$ cat src/fpu_hbh_pkg.sv
// constants, types and carriers shared by the coprocessor host bus handshake
// Overview of operation
// - reset abandons the running command, zeroes status and restarts byte pointers
// - after reset done, service request and fault outputs are low
// - cmd_not_data with read or write strobe selects push, pop, command or status
// - done rises at command end; falls on done ack low, any access, reset
// - with done ack held low, done is a pulse about one clock wide
// - a selected read clears done after the read strobe falls
// - service request rises at command end only if its enable bit was one
// - service request clears on service ack low or on reset
// - service request clears after finishing a command whose enable bit is zero
// - bus bit 0 is least significant, bit 7 most; high means one
// - operands pushed least significant byte first; results popped most significant first
// - fault rises on divide by zero, exponent overflow or underflow
// - fault clears on a selected status read after the read strobe falls, or reset
// - fault follows status error bits, which may rise before command completion
// - wait goes low while selected with both strobes high, anticipating an access
// - write starts on write strobe fall; wait rises to acknowledge it
// - read starts on read strobe fall; wait rises with data, driven while strobe low
// - with select tied low, wait stays low between accesses
// - command bit 7 enables service request; low seven bits select the operation
// - a selected write clears done after the write strobe rises
// - an access other than a status read during execution holds wait low until execution completes
package fpu_hbh_pkg;

    // widths of the host byte lane and internal fields
    localparam int BUS_W = 8;
    localparam int OP_W = 7;
    localparam int IDX_W = 3;
    localparam int ERR_W = 3;
    localparam int PIN_W = 14;

    // command byte layout
    localparam int SVC_EN_BIT = 7;

    // push buffer depth in words
    localparam int FIFO_DEPTH = 4;

    // reset and idle values
    localparam logic [ERR_W-1:0] ERR_CLEAR = 3'h0;
    localparam logic [IDX_W-1:0] IDX_FIRST = 3'h0;
    localparam logic [IDX_W-1:0] IDX_STEP = 3'h1;
    localparam logic [BUS_W-1:0] BYTE_ZERO = 8'h00;
    localparam logic [3:0] ST_PAD = 4'h0;
    localparam logic [PIN_W-1:0] PIN_IDLE = 14'h3f00;

    // handshake sequencer states
    typedef enum logic [4:0] {
        S_IDLE = 5'h01,
        S_WR_PEND = 5'h02,
        S_WR_END = 5'h04,
        S_RD_PEND = 5'h08,
        S_RD_END = 5'h10
    } hs_state_e;

    // host pins as sampled
    typedef struct packed {
        logic cs_n;
        logic rd_n;
        logic wr_n;
        logic cmd_not_data;
        logic done_ack_n;
        logic svc_ack_n;
        logic [BUS_W-1:0] bus;
    } pin_in_s;

    // command handed to the arithmetic core
    typedef struct packed {
        logic svc_en;
        logic [OP_W-1:0] op;
    } cmd_s;

    // operand byte with its position, 0 is least significant
    typedef struct packed {
        logic [IDX_W-1:0] idx;
        logic [BUS_W-1:0] data;
    } push_s;

endpackage

$ cat src/byte_fifo.sv
// small synchronous fifo with valid and ready on both sides
`timescale 1ns/10ps
`default_nettype none
module byte_fifo #(
    parameter int WIDTH = 11,
    parameter int DEPTH = 4
) (
    input wire logic clk_sys,
    input wire logic sys_rst,
    input wire logic clk_en,
    input wire logic in_valid,
    output logic in_ready,
    input wire logic [WIDTH-1:0] in_data,
    output logic out_valid,
    input wire logic out_ready,
    output logic [WIDTH-1:0] out_data
);
    localparam int AW = $clog2(DEPTH);
    localparam logic [AW:0] FULL_CNT = (AW+1)'(DEPTH);
    localparam logic [AW-1:0] LAST_PTR = AW'(DEPTH - 1);

    logic [WIDTH-1:0] mem [DEPTH];
    logic [AW-1:0] wr_ptr_ff;
    logic [AW-1:0] rd_ptr_ff;
    logic [AW:0] count_ff;
    logic push;
    logic pop;

    // honest flags straight from the occupancy count
    assign in_ready = count_ff != FULL_CNT;
    assign out_valid = count_ff != '0;
    assign push = in_valid & in_ready;
    assign pop = out_valid & out_ready;
    assign out_data = mem[rd_ptr_ff];

    // storage has no reset; empty flag masks stale words
    always_ff @(posedge clk_sys)
    begin
        if (clk_en && push)
            mem[wr_ptr_ff] <= in_data;
    end

    // pointers wrap explicitly so any depth works
    always_ff @(posedge clk_sys or posedge sys_rst)
    begin
        if (sys_rst)
        begin
            wr_ptr_ff <= '0;
            rd_ptr_ff <= '0;
            count_ff <= '0;
        end
        else if (clk_en)
        begin
            if (push)
                wr_ptr_ff <= (wr_ptr_ff == LAST_PTR) ? '0 : wr_ptr_ff + 1'b1;
            if (pop)
                rd_ptr_ff <= (rd_ptr_ff == LAST_PTR) ? '0 : rd_ptr_ff + 1'b1;
            count_ff <= count_ff + (AW+1)'(push) - (AW+1)'(pop);
        end
    end
endmodule
`default_nettype wire

$ cat src/fpu_host_bus_handshake.sv
// host bus handshake of the floating-point coprocessor
`timescale 1ns/10ps
`default_nettype none
module fpu_host_bus_handshake (
    input wire logic clk_sys,
    input wire logic sys_rst,
    input wire logic clk_en,
    input wire logic cs_n,
    input wire logic rd_n,
    input wire logic wr_n,
    input wire logic cmd_not_data,
    input wire logic [7:0] host_bus_in,
    output logic [7:0] host_bus_out,
    output logic host_bus_oe,
    output logic bus_wait_n,
    input wire logic done_ack_n,
    output logic done,
    input wire logic svc_ack_n,
    output logic svc_request,
    output logic fault,
    output logic core_clear,
    output var fpu_hbh_pkg::cmd_s cmd_word,
    output logic cmd_valid,
    input wire logic cmd_done,
    input wire logic [2:0] err_set,
    output var fpu_hbh_pkg::push_s push_word,
    output logic push_valid,
    input wire logic push_ready,
    input wire logic [7:0] pop_byte,
    input wire logic pop_valid,
    output logic pop_ready,
    output logic [2:0] pop_idx
);
    // ==================================================================
    // pin synchronisers
    fpu_hbh_pkg::pin_in_s pin_raw;
    fpu_hbh_pkg::pin_in_s meta_ff;
    fpu_hbh_pkg::pin_in_s pin_ff;
    logic rd_prev_ff;
    logic wr_prev_ff;

    assign pin_raw = fpu_hbh_pkg::pin_in_s'({cs_n, rd_n, wr_n, cmd_not_data, done_ack_n, svc_ack_n, host_bus_in});

    // two stages before any logic; idle value avoids false strobe edges
    always_ff @(posedge clk_sys or posedge sys_rst)
    begin
        if (sys_rst)
        begin
            meta_ff <= fpu_hbh_pkg::PIN_IDLE;
            pin_ff <= fpu_hbh_pkg::PIN_IDLE;
            rd_prev_ff <= 1'b1;
            wr_prev_ff <= 1'b1;
        end
        else if (clk_en)
        begin
            meta_ff <= pin_raw;
            pin_ff <= meta_ff;
            rd_prev_ff <= pin_ff.rd_n;
            wr_prev_ff <= pin_ff.wr_n;
        end
    end

    // ==================================================================
    // access decode
    fpu_hbh_pkg::hs_state_e state_ff;
    fpu_hbh_pkg::hs_state_e nxt_state;
    logic busy_ff;
    logic cs_on;
    logic is_cmd;
    logic anticip;
    logic rd_fall;
    logic wr_fall;
    logic wr_go;
    logic rd_go;
    logic wr_release;
    logic rd_release;
    logic acc_clr;
    logic cmd_issue;
    logic st_rd;
    logic done_ev;
    logic fifo_in_ready;
    logic fifo_in_valid;
    logic pop_take;
    logic [7:0] status_byte;

    // read strobe wins if both fall together: the undefined case is never a write
    assign cs_on = !pin_ff.cs_n;
    assign is_cmd = pin_ff.cmd_not_data;
    assign anticip = cs_on & pin_ff.rd_n & pin_ff.wr_n;
    assign rd_fall = cs_on & !pin_ff.rd_n & rd_prev_ff;
    assign wr_fall = cs_on & !pin_ff.wr_n & wr_prev_ff & pin_ff.rd_n;

    // data and command writes wait for the running command to finish
    assign wr_go = (state_ff == fpu_hbh_pkg::S_WR_PEND) & !busy_ff & (is_cmd | fifo_in_ready);
    assign pop_ready = (state_ff == fpu_hbh_pkg::S_RD_PEND) & !is_cmd & !busy_ff;
    assign pop_take = pop_ready & pop_valid;
    assign rd_go = (state_ff == fpu_hbh_pkg::S_RD_PEND) & (is_cmd | pop_take);
    assign wr_release = (state_ff == fpu_hbh_pkg::S_WR_END) & pin_ff.wr_n;
    assign rd_release = (state_ff == fpu_hbh_pkg::S_RD_END) & pin_ff.rd_n;

    // side effects of accesses
    assign acc_clr = ((state_ff == fpu_hbh_pkg::S_IDLE) & rd_fall) | wr_release;
    assign cmd_issue = wr_go & is_cmd;
    assign fifo_in_valid = wr_go & !is_cmd;
    assign st_rd = rd_go & is_cmd;
    assign done_ev = cmd_done & busy_ff;
    assign status_byte = {busy_ff, fpu_hbh_pkg::ST_PAD, fault_err()};
    assign host_bus_oe = state_ff == fpu_hbh_pkg::S_RD_END;

    // ==================================================================
    // handshake sequencer
    always_comb
    begin
        nxt_state = state_ff;
        case (state_ff)
            fpu_hbh_pkg::S_IDLE:
                if (rd_fall)
                    nxt_state = fpu_hbh_pkg::S_RD_PEND;
                else if (wr_fall)
                    nxt_state = fpu_hbh_pkg::S_WR_PEND;
            fpu_hbh_pkg::S_WR_PEND:
                if (wr_go)
                    nxt_state = fpu_hbh_pkg::S_WR_END;
            fpu_hbh_pkg::S_WR_END:
                if (wr_release)
                    nxt_state = fpu_hbh_pkg::S_IDLE;
            fpu_hbh_pkg::S_RD_PEND:
                if (rd_go)
                    nxt_state = fpu_hbh_pkg::S_RD_END;
            fpu_hbh_pkg::S_RD_END:
                if (rd_release)
                    nxt_state = fpu_hbh_pkg::S_IDLE;
            default:
                nxt_state = fpu_hbh_pkg::S_IDLE;
        endcase
    end

    // wait is high in the end states, and in idle unless a select with both strobes high anticipates an access
    logic nxt_wait_n;
    assign nxt_wait_n = (nxt_state == fpu_hbh_pkg::S_WR_END) | (nxt_state == fpu_hbh_pkg::S_RD_END) |
                        ((nxt_state == fpu_hbh_pkg::S_IDLE) & !anticip);

    always_ff @(posedge clk_sys or posedge sys_rst)
    begin
        if (sys_rst)
        begin
            state_ff <= fpu_hbh_pkg::S_IDLE;
            bus_wait_n <= 1'b1;
        end
        else if (clk_en)
        begin
            state_ff <= nxt_state;
            bus_wait_n <= nxt_wait_n;
        end
    end

    // ==================================================================
    // completion flags
    logic [fpu_hbh_pkg::ERR_W-1:0] err_ff;
    logic [fpu_hbh_pkg::ERR_W-1:0] nxt_err;
    logic svc_en_ff;
    logic nxt_done;
    logic nxt_svc;
    logic nxt_busy;

    function automatic logic [fpu_hbh_pkg::ERR_W-1:0] fault_err();
        return err_ff;
    endfunction

    // a completion in the clearing cycle wins, so tied-low acks give a one-clock pulse
    assign nxt_done = done_ev | (done & !acc_clr & pin_ff.done_ack_n);
    assign nxt_svc = done_ev ? svc_en_ff : (svc_request & pin_ff.svc_ack_n);
    assign nxt_err = (err_ff & {fpu_hbh_pkg::ERR_W{!st_rd}}) | err_set;
    assign nxt_busy = cmd_issue | (busy_ff & !cmd_done);

    always_ff @(posedge clk_sys or posedge sys_rst)
    begin
        if (sys_rst)
        begin
            done <= 1'b0;
            svc_request <= 1'b0;
            fault <= 1'b0;
            err_ff <= fpu_hbh_pkg::ERR_CLEAR;
            busy_ff <= 1'b0;
            svc_en_ff <= 1'b0;
        end
        else if (clk_en)
        begin
            done <= nxt_done;
            svc_request <= nxt_svc;
            err_ff <= nxt_err;
            fault <= |nxt_err;
            busy_ff <= nxt_busy;
            if (cmd_issue)
                svc_en_ff <= pin_ff.bus[fpu_hbh_pkg::SVC_EN_BIT];
        end
    end

    // ==================================================================
    // core side transfers
    logic [fpu_hbh_pkg::IDX_W-1:0] push_idx_ff;

    // restart pulse lets the core drop its command and stack pointer
    always_ff @(posedge clk_sys or posedge sys_rst)
    begin
        if (sys_rst)
        begin
            core_clear <= 1'b1;
            cmd_valid <= 1'b0;
            cmd_word <= '0;
            host_bus_out <= fpu_hbh_pkg::BYTE_ZERO;
            push_idx_ff <= fpu_hbh_pkg::IDX_FIRST;
            pop_idx <= fpu_hbh_pkg::IDX_FIRST;
        end
        else if (clk_en)
        begin
            core_clear <= 1'b0;
            cmd_valid <= cmd_issue;
            if (cmd_issue)
                cmd_word <= fpu_hbh_pkg::cmd_s'(pin_ff.bus);
            if (rd_go)
                host_bus_out <= is_cmd ? status_byte : pop_byte;
            if (fifo_in_valid)
                push_idx_ff <= push_idx_ff + fpu_hbh_pkg::IDX_STEP;
            if (pop_take)
                pop_idx <= pop_idx + fpu_hbh_pkg::IDX_STEP;
        end
    end

    // buffer stalls the write acknowledge when the core falls behind
    byte_fifo #(
        .WIDTH($bits(fpu_hbh_pkg::push_s)),
        .DEPTH(fpu_hbh_pkg::FIFO_DEPTH)
    ) push_buf (
        .clk_sys(clk_sys),
        .sys_rst(sys_rst),
        .clk_en(clk_en),
        .in_valid(fifo_in_valid),
        .in_ready(fifo_in_ready),
        .in_data({push_idx_ff, pin_ff.bus}),
        .out_valid(push_valid),
        .out_ready(push_ready),
        .out_data(push_word)
    );
endmodule
`default_nettype wire

$ cat config.mk
export PLATFORM = sky130hd
export DESIGN_NAME = fpu_host_bus_handshake
export DESIGN_NICKNAME = d
export VERILOG_FILES = /design/src/fpu_hbh_pkg.sv /design/src/byte_fifo.sv /design/src/fpu_host_bus_handshake.sv
export SDC_FILE = /design/constraint.sdc
export NUM_CORES = 1
export LEC_CHECK = 0
export BUFFER_PORTS_ARGS = -buffer_cell sky130_fd_sc_hd__buf_2
export CAP_MARGIN = 25
export CORE_MARGIN = 2
export CORE_UTILIZATION = 55
export DETAILED_ROUTE_END_ITERATION = 10
export PLACE_DENSITY_LB_ADDON = 0.3
export REMOVE_ABC_BUFFERS = 1
export SETUP_SLACK_MARGIN = 0.02
export SYNTH_ARGS = -nofsm -noshare
export SYNTH_HDL_FRONTEND = slang
export SYNTH_SLANG_ARGS = --single-unit
$ cat constraint.sdc
create_clock -name clk_sys -period 3.9 [get_ports clk_sys]
set_clock_uncertainty 0.1 [all_clocks]
set_input_delay 0 -clock clk_sys [delete_from_list [all_inputs] [get_ports clk_sys]]
set_output_delay 0 -clock clk_sys [all_outputs]
set_load 0.02 [all_outputs]
# Yosys cells after proc, flatten, opt, wreduce, memory -nomap -nowiden
# Memories as Yosys holds them, arrays and structs flattened.
# Cells that the tools add are included.
dict set report word_totals {
  word_cells 118
  ram_bits 44
  output_inout_bits 39
  reg_bits 74
  n_memories 1
  in_bits 31
}
# memory words width rd rd_clocked_by_memory_dff write_ports line_no
set mem_list {}
lappend mem_list {push_buf.mem 4 11 1 0 1 byte_fifo.sv:22} ;# logic [WIDTH-1:0] mem [DEPTH];
dict set report op_classes {
  addsub 6
  eq_ne 11
  bitwise 36
  n_reduce_logical 18
  muxes 13
}
# cell n
set op_table {}
lappend op_table {{two-way mux 5 bit} 6}
lappend op_table {{bitwise AND 1 bit} 27}
lappend op_table {{case mux 5 bit (5 select lines)} 1}
lappend op_table {{AND reduction 2 bit} 6}
lappend op_table {{== test 5 x 1 -> 1 bit (second input constant)} 2}
lappend op_table {{== test 5 x 3 -> 1 bit (second input constant)} 2}
lappend op_table {{== test 5 bit (second input constant)} 2}
lappend op_table {{zero test 1 bit} 9}
lappend op_table {{two-way mux 8 bit} 1}
lappend op_table {{bitwise OR 1 bit} 7}
lappend op_table {{adder 3 x 1 -> 3 bit (second input constant)} 2}
lappend op_table {{== test 5 x 2 -> 1 bit (second input constant)} 1}
lappend op_table {{== test 5 x 4 -> 1 bit (second input constant)} 1}
lappend op_table {{adder 2 x 1 -> 2 bit (second input constant)} 2}
lappend op_table {{== test 2 bit (second input constant)} 2}
lappend op_table {{two-way mux 2 bit} 2}
lappend op_table {{adder 3 x 1 -> 3 bit} 1}
lappend op_table {{bitwise AND 3 bit} 1}
lappend op_table {{two-way mux 1 bit} 3}
lappend op_table {{!= test 3 bit (second input constant)} 1}
lappend op_table {{bitwise OR 3 bit} 1}
lappend op_table {{nonzero test 3 bit} 1}
lappend op_table {{OR reduction 3 bit} 1}
lappend op_table {{subtractor 3 x 1 -> 3 bit} 1}
lappend op_table {{logical AND 1 bit} 1}

# Longest topological paths before layout
dict set report depth {
  word_depth 11
  mapped_depth 10
  mapped_depth_nobuf 10
}

# Modules after synthesis
# From an unflattened synthesis, not the netlist that was laid out.
dict set report hier_totals {
  hier_cells 340
  area_unflattened_um2 5078.6
}
# mod n_inst cells_each area_each_um2 seq_area_each_um2
set by_module_without_submodules {}
lappend by_module_without_submodules {fpu_host_bus_handshake 1 241 3020.4 1697.9}
lappend by_module_without_submodules {byte_fifo 1 99 2058.2 1496.4}

# Least setup slack after synthesis
# No wires, ideal clock.
dict set report synth_timing {
  kind {register -> register}
  from {register state_ff[2]}
  to {register push_buf.count_ff[2]}
  t_required_ps 3677
  stages_incl_launch_ff 11
  n_path_buf 1
  setup_slack_ps 1326
  period_less_slack_ps 2574
  setup_ps 123
  arrival_time_ps 2351
  path_cell_list {dfrtp_1 buf_6 or4b_4 nor4_4 nor2b_1 ha_1 inv_1 fa_1 xor2_1 nand2_1 xnor2_1}
}
dict set report synth_via {
  elab_chain_len 7
}
# item line_no
set synth_rtl {}
lappend synth_rtl {{from (decl)} fpu_host_bus_handshake.sv:65} ;# fpu_hbh_pkg::hs_state_e state_ff;
lappend synth_rtl {{from (signal assigned)} fpu_host_bus_handshake.sv:147} ;# state_ff <= fpu_hbh_pkg::S_IDLE;
lappend synth_rtl {{from (signal assigned)} fpu_host_bus_handshake.sv:152} ;# state_ff <= nxt_state;
lappend synth_rtl {{== test 5 x 2 -> 1 bit} fpu_host_bus_handshake.sv:94} ;# assign wr_go = (state_ff == fpu_hbh_pkg::S_WR_PEND) & !busy_ff & (is_cmd | fifo_in_ready);
lappend synth_rtl {{bitwise AND 1 bit (2 in a row)} fpu_host_bus_handshake.sv:94}
lappend synth_rtl {{bitwise AND 1 bit} fpu_host_bus_handshake.sv:104} ;# assign fifo_in_valid = wr_go & !is_cmd;
lappend synth_rtl {{bitwise AND 1 bit} byte_fifo.sv:32} ;# assign push = in_valid & in_ready;
lappend synth_rtl {{adder 3 x 1 -> 3 bit} byte_fifo.sv:58} ;# count_ff <= count_ff + (AW+1)'(push) - (AW+1)'(pop);
lappend synth_rtl {{subtractor 3 x 1 -> 3 bit} byte_fifo.sv:58}
lappend synth_rtl {{to (signal assigned)} byte_fifo.sv:58}
lappend synth_rtl {{to (decl)} byte_fifo.sv:25} ;# logic [AW:0] count_ff;
# No other way between the ends.
# A chain may end at the register's enable or synchronous reset.

# Worst setup path in the final report
dict set report layout_timing {
  from {register state_ff[3]}
  to {memory push_buf.mem[0][10] (enable)}
}
dict set report layout_via {
  elab_chain_len 8
}
# item line_no
set layout_rtl {}
lappend layout_rtl {{== test 5 x 2 -> 1 bit} fpu_host_bus_handshake.sv:94}
lappend layout_rtl {{bitwise AND 1 bit (2 in a row)} fpu_host_bus_handshake.sv:94}
lappend layout_rtl {{bitwise AND 1 bit} fpu_host_bus_handshake.sv:104}
lappend layout_rtl {{bitwise AND 1 bit} byte_fifo.sv:32}
lappend layout_rtl {{logical AND 1 bit} byte_fifo.sv:39} ;# if (clk_en && push)
lappend layout_rtl {{two-way mux 1 bit} byte_fifo.sv:39}
lappend layout_rtl {{two-way mux 1 bit (implied by the code)} byte_fifo.sv:40} ;# mem[wr_ptr_ff] <= in_data;
lappend layout_rtl {{to (decl)} byte_fifo.sv:22}
# No other way between the ends.

==> impl_metrics.yaml <==
outcome:
  outcome: "complete, no violations"
cts:
  post_cts_resized: 0
  path_clk_slew_ns: 0.06
  root_buffer: "clkbuf_8"
  post_cts_buffers: 0
  clkLatencyLatePin_ns: 0.51
  cts_tree: "yes"
  cts_hold_buffers: 32
  htreeDepth: 4
  cts.sinks: 118
  cts_buffers: 17
  clockBufferDepth: 2
pwr:
  p_total_mw: 4.10
  ir_drop_v: 0.000291
  power_density_nw_per_um2: 651
  p_leak_nw: 2.67
die:
  fp.dieH_um: 99.3
  io_pins: 70
  fp-row-count: 34
  die_x_um: 99.3
  start_util: 0.570
  dieArea_um2: 9870
  coreArea_um2: 8760
routing:
  ant_nets: 0
  vias: 3146
  firstDrtPassIters: 4
  via_per_inst: 5.51
  drc: 0
  wl_per_cell_um: 17.4
  detail_route.iter0.violations: 123
  wirelength_mm: 9.96
min_path:
  hold_path.class: "input pin to async pin"
timing:
  worst_pin_slew_ns: 0.807
  slew_violations: 0
  period_needed_ns: 2.79
  setup_viol_count_final: 0
  rsz0062_at_grt: "no"
  slew_headroom: 0.462
  fin_crit_sh: 0.715
  fmax_ghz: 0.359
  setup_tns_ns: 0
  final_hold_viol_count: 0
placement:
  dp_hpwl_mm: 6.27
  gp_congestion: 0.838
  io_buffers: 69
  dpl-instance-area_um2: 5410
synthesis:
  seq_area_frac_synth: 0.639
  ys_async_sr_fraction: 0.627
  yosys-top-cells-count: "57 x dfrtp_1, 44 x edfxtp_1, 39 x mux2_2"
  yosysWarningCount: 0
  synth_area_per_cell_um2: 14.4
  synth_top_area_cell: "dfrtp_1"
  synth_cell_types: 51
  synthFlopType: "dfrtp_1"
  synth_seq_cells: 118
  yosysTopAreaCellShare: 0.285
  netlist_instances: 347
  netlist_area_um2: 5000
  yosysMostFrequentCell: "dfrtp_1"
  netlist_top_cells_area: "dfrtp_1 29%, edfxtp_1 26%, dfstp_2 8.9%"
  synth-edff-count: 44
setup_path:
  path_buf_inv: 0
  critPathMaxStageDelay_ns: 0.58
  path_max_fanout: 11
  path_cells: "or4b_4, nor4_4, nor3b_4, and2_1"
  cp.arrival_ns: 2.83
  crit_family: "simple AND/OR/NAND/NOR gates"
  critPathSlowestCell: "or4b_4"
  cp-start-kind: "register"
  critPathCaptureType: "register"
  worstSetupPathType: "register to register"
  worst_ep_required_time_ns: 3.94
global_route:
  globalRouteTotalUtil: 0.218
  grt_max_degree: 40
  grt_overflow: 0
  grt_pass1_vias: 3331
  grt_util_met1: 0.279
  grt_use_met3: 0.0611
  antenna_found_initial: 0
  grt_util_met2: 0.362
  grt_pass1_wl_mm: 16.5
  grt_most_used_layer: "met2"
cells_and_area:
  syn2layout_area_growth_pct: 25.9
  layout.nets: 491
  fin_area_um2: 6290
  drive_gt1_frac: 0.380
  diodes: 0
run:
  maxCapViolCount: 0
-- final timing paths --
kind                                                 endpoint               startpoint  depth (start not counted)  slack [ns]
max in group asynchronous              bus_wait_n$_DFFE_PP1P_                  sys_rst                          4        2.61
worst min register to register         pop_idx[2]$_DFFE_PP0P_   pop_idx[2]$_DFFE_PP0P_                          1        0.37
min in group clk_sys                  meta_ff[11]$_DFFE_PP1P_                     wr_n                          3        0.16
worst max register to register  push_buf.mem[0][10]$_DFFE_PP_  state_ff[3]$_DFFE_PP0P_                          4        1.11
worst max-delay path            push_buf.mem[0][10]$_DFFE_PP_  state_ff[3]$_DFFE_PP0P_                          4        1.11
worst min-delay path                  cmd_word[7]$_DFFE_PP0P_                  sys_rst                          3        0.09
-- worst register-to-register path: stages, from the launching register on --
cell,delay (ns)
dfrtp_1,0.48
or4b_4,0.58
nor4_4,0.33
nor3b_4,0.40
and2_1,0.55
-- kinds of logic (layout without fill, tap and decap cells) --
family / count (synthesis) / count (layout) / share of synthesized area
buffers and inverters: 29 / 145 / 0.0253
AND/OR/NAND/NOR: 88 / 88 / 0.101
XOR/XNOR: 7 / 7 / 0.0123
adder cells (fa/ha/maj): 10 / 10 / 0.0265
AO/OA/AOI/OAI: 41 / 41 / 0.0506
flip-flops: 118 / 118 / 0.639
multiplexers: 54 / 54 / 0.145
-- stage by stage --
step           std cells   util  setup WS (ns)  hold WS (ns)
3_5_place_dp         507  0.617           1.11        0.0882
6_report             571  0.718           1.11        0.0945
3_3_place_gp         507  0.617           1.17        0.0705
4_1_cts              571  0.718           1.07         0.104
2_1_floorplan        328      -           1.38       -0.0682
5_1_grt              571  0.718          0.907         0.148
-- per-layer routing --
metal	vias to the layer above	wire, µm
met5	-	0
met1	1568	4290
li1	1475	-
met3	17	420
met4	0	168
met2	86	5080
-- final cells by class --
| cell class | count | area, µm² |
|---|---|---|
| Tap cell | 108 | 135 |
| Sequential cell | 118 | 3190 |
| Multi-Input combinational cell | 200 | 1680 |
| Inverter | 10 | 37.5 |
| Clock buffer | 17 | 414 |
| Timing Repair Buffer | 103 | 681 |
| Fill cell | 602 | 2470 |
| Clock inverter | 15 | 155 |
-- flip-flops by register name, summed over array words and instances (netlist names), 3 cells and up --
name,flops
err_ff,3
meta_ff,14
pin_ff,13
state_ff,5
pop_idx,3
cmd_word,8
push_idx_ff,3
push_buf.count_ff,3
host_bus_out,8
push_buf.mem,44
-- power breakdown --
group	internal, mW	switching [mW]	leakage, nW	total (mW)
sequential	1.52	0.240	1.28	1.76
clock	0.908	0.563	0.264	1.47
combinational	0.421	0.452	1.12	0.873
total	2.84	1.26	2.67	4.10
-- cells in the final DEF (no fill, tap or decap), types with 3 or more instances in the layout --
cell type | Yosys | routed
clkinvlp_4 | 0 | 5
dfstp_2 | 17 | 17
nor3b_1 | 3 | 3
or4_1 | 3 | 3
clkbuf_16 | 0 | 16
a21oi_1 | 10 | 10
a22o_1 | 3 | 3
o21ai_0 | 16 | 16
clkinv_4 | 0 | 3
dfrtp_1 | 57 | 57
mux2i_1 | 4 | 4
buf_2 | 1 | 69
a21o_1 | 3 | 3
nand2b_1 | 8 | 8
inv_1 | 10 | 9
edfxtp_1 | 44 | 44
nor3_1 | 5 | 5
or3_1 | 4 | 4
and2_1 | 6 | 6
nand2_1 | 27 | 27
xnor2_1 | 5 | 5
dlygate4sd3_1 | 0 | 32
nor2b_1 | 4 | 4
ha_1 | 9 | 9
mux2_2 | 39 | 39
mux4_2 | 11 | 11
nor2_1 | 12 | 12
No activity file was read; power rests on OpenSTA's default activity.
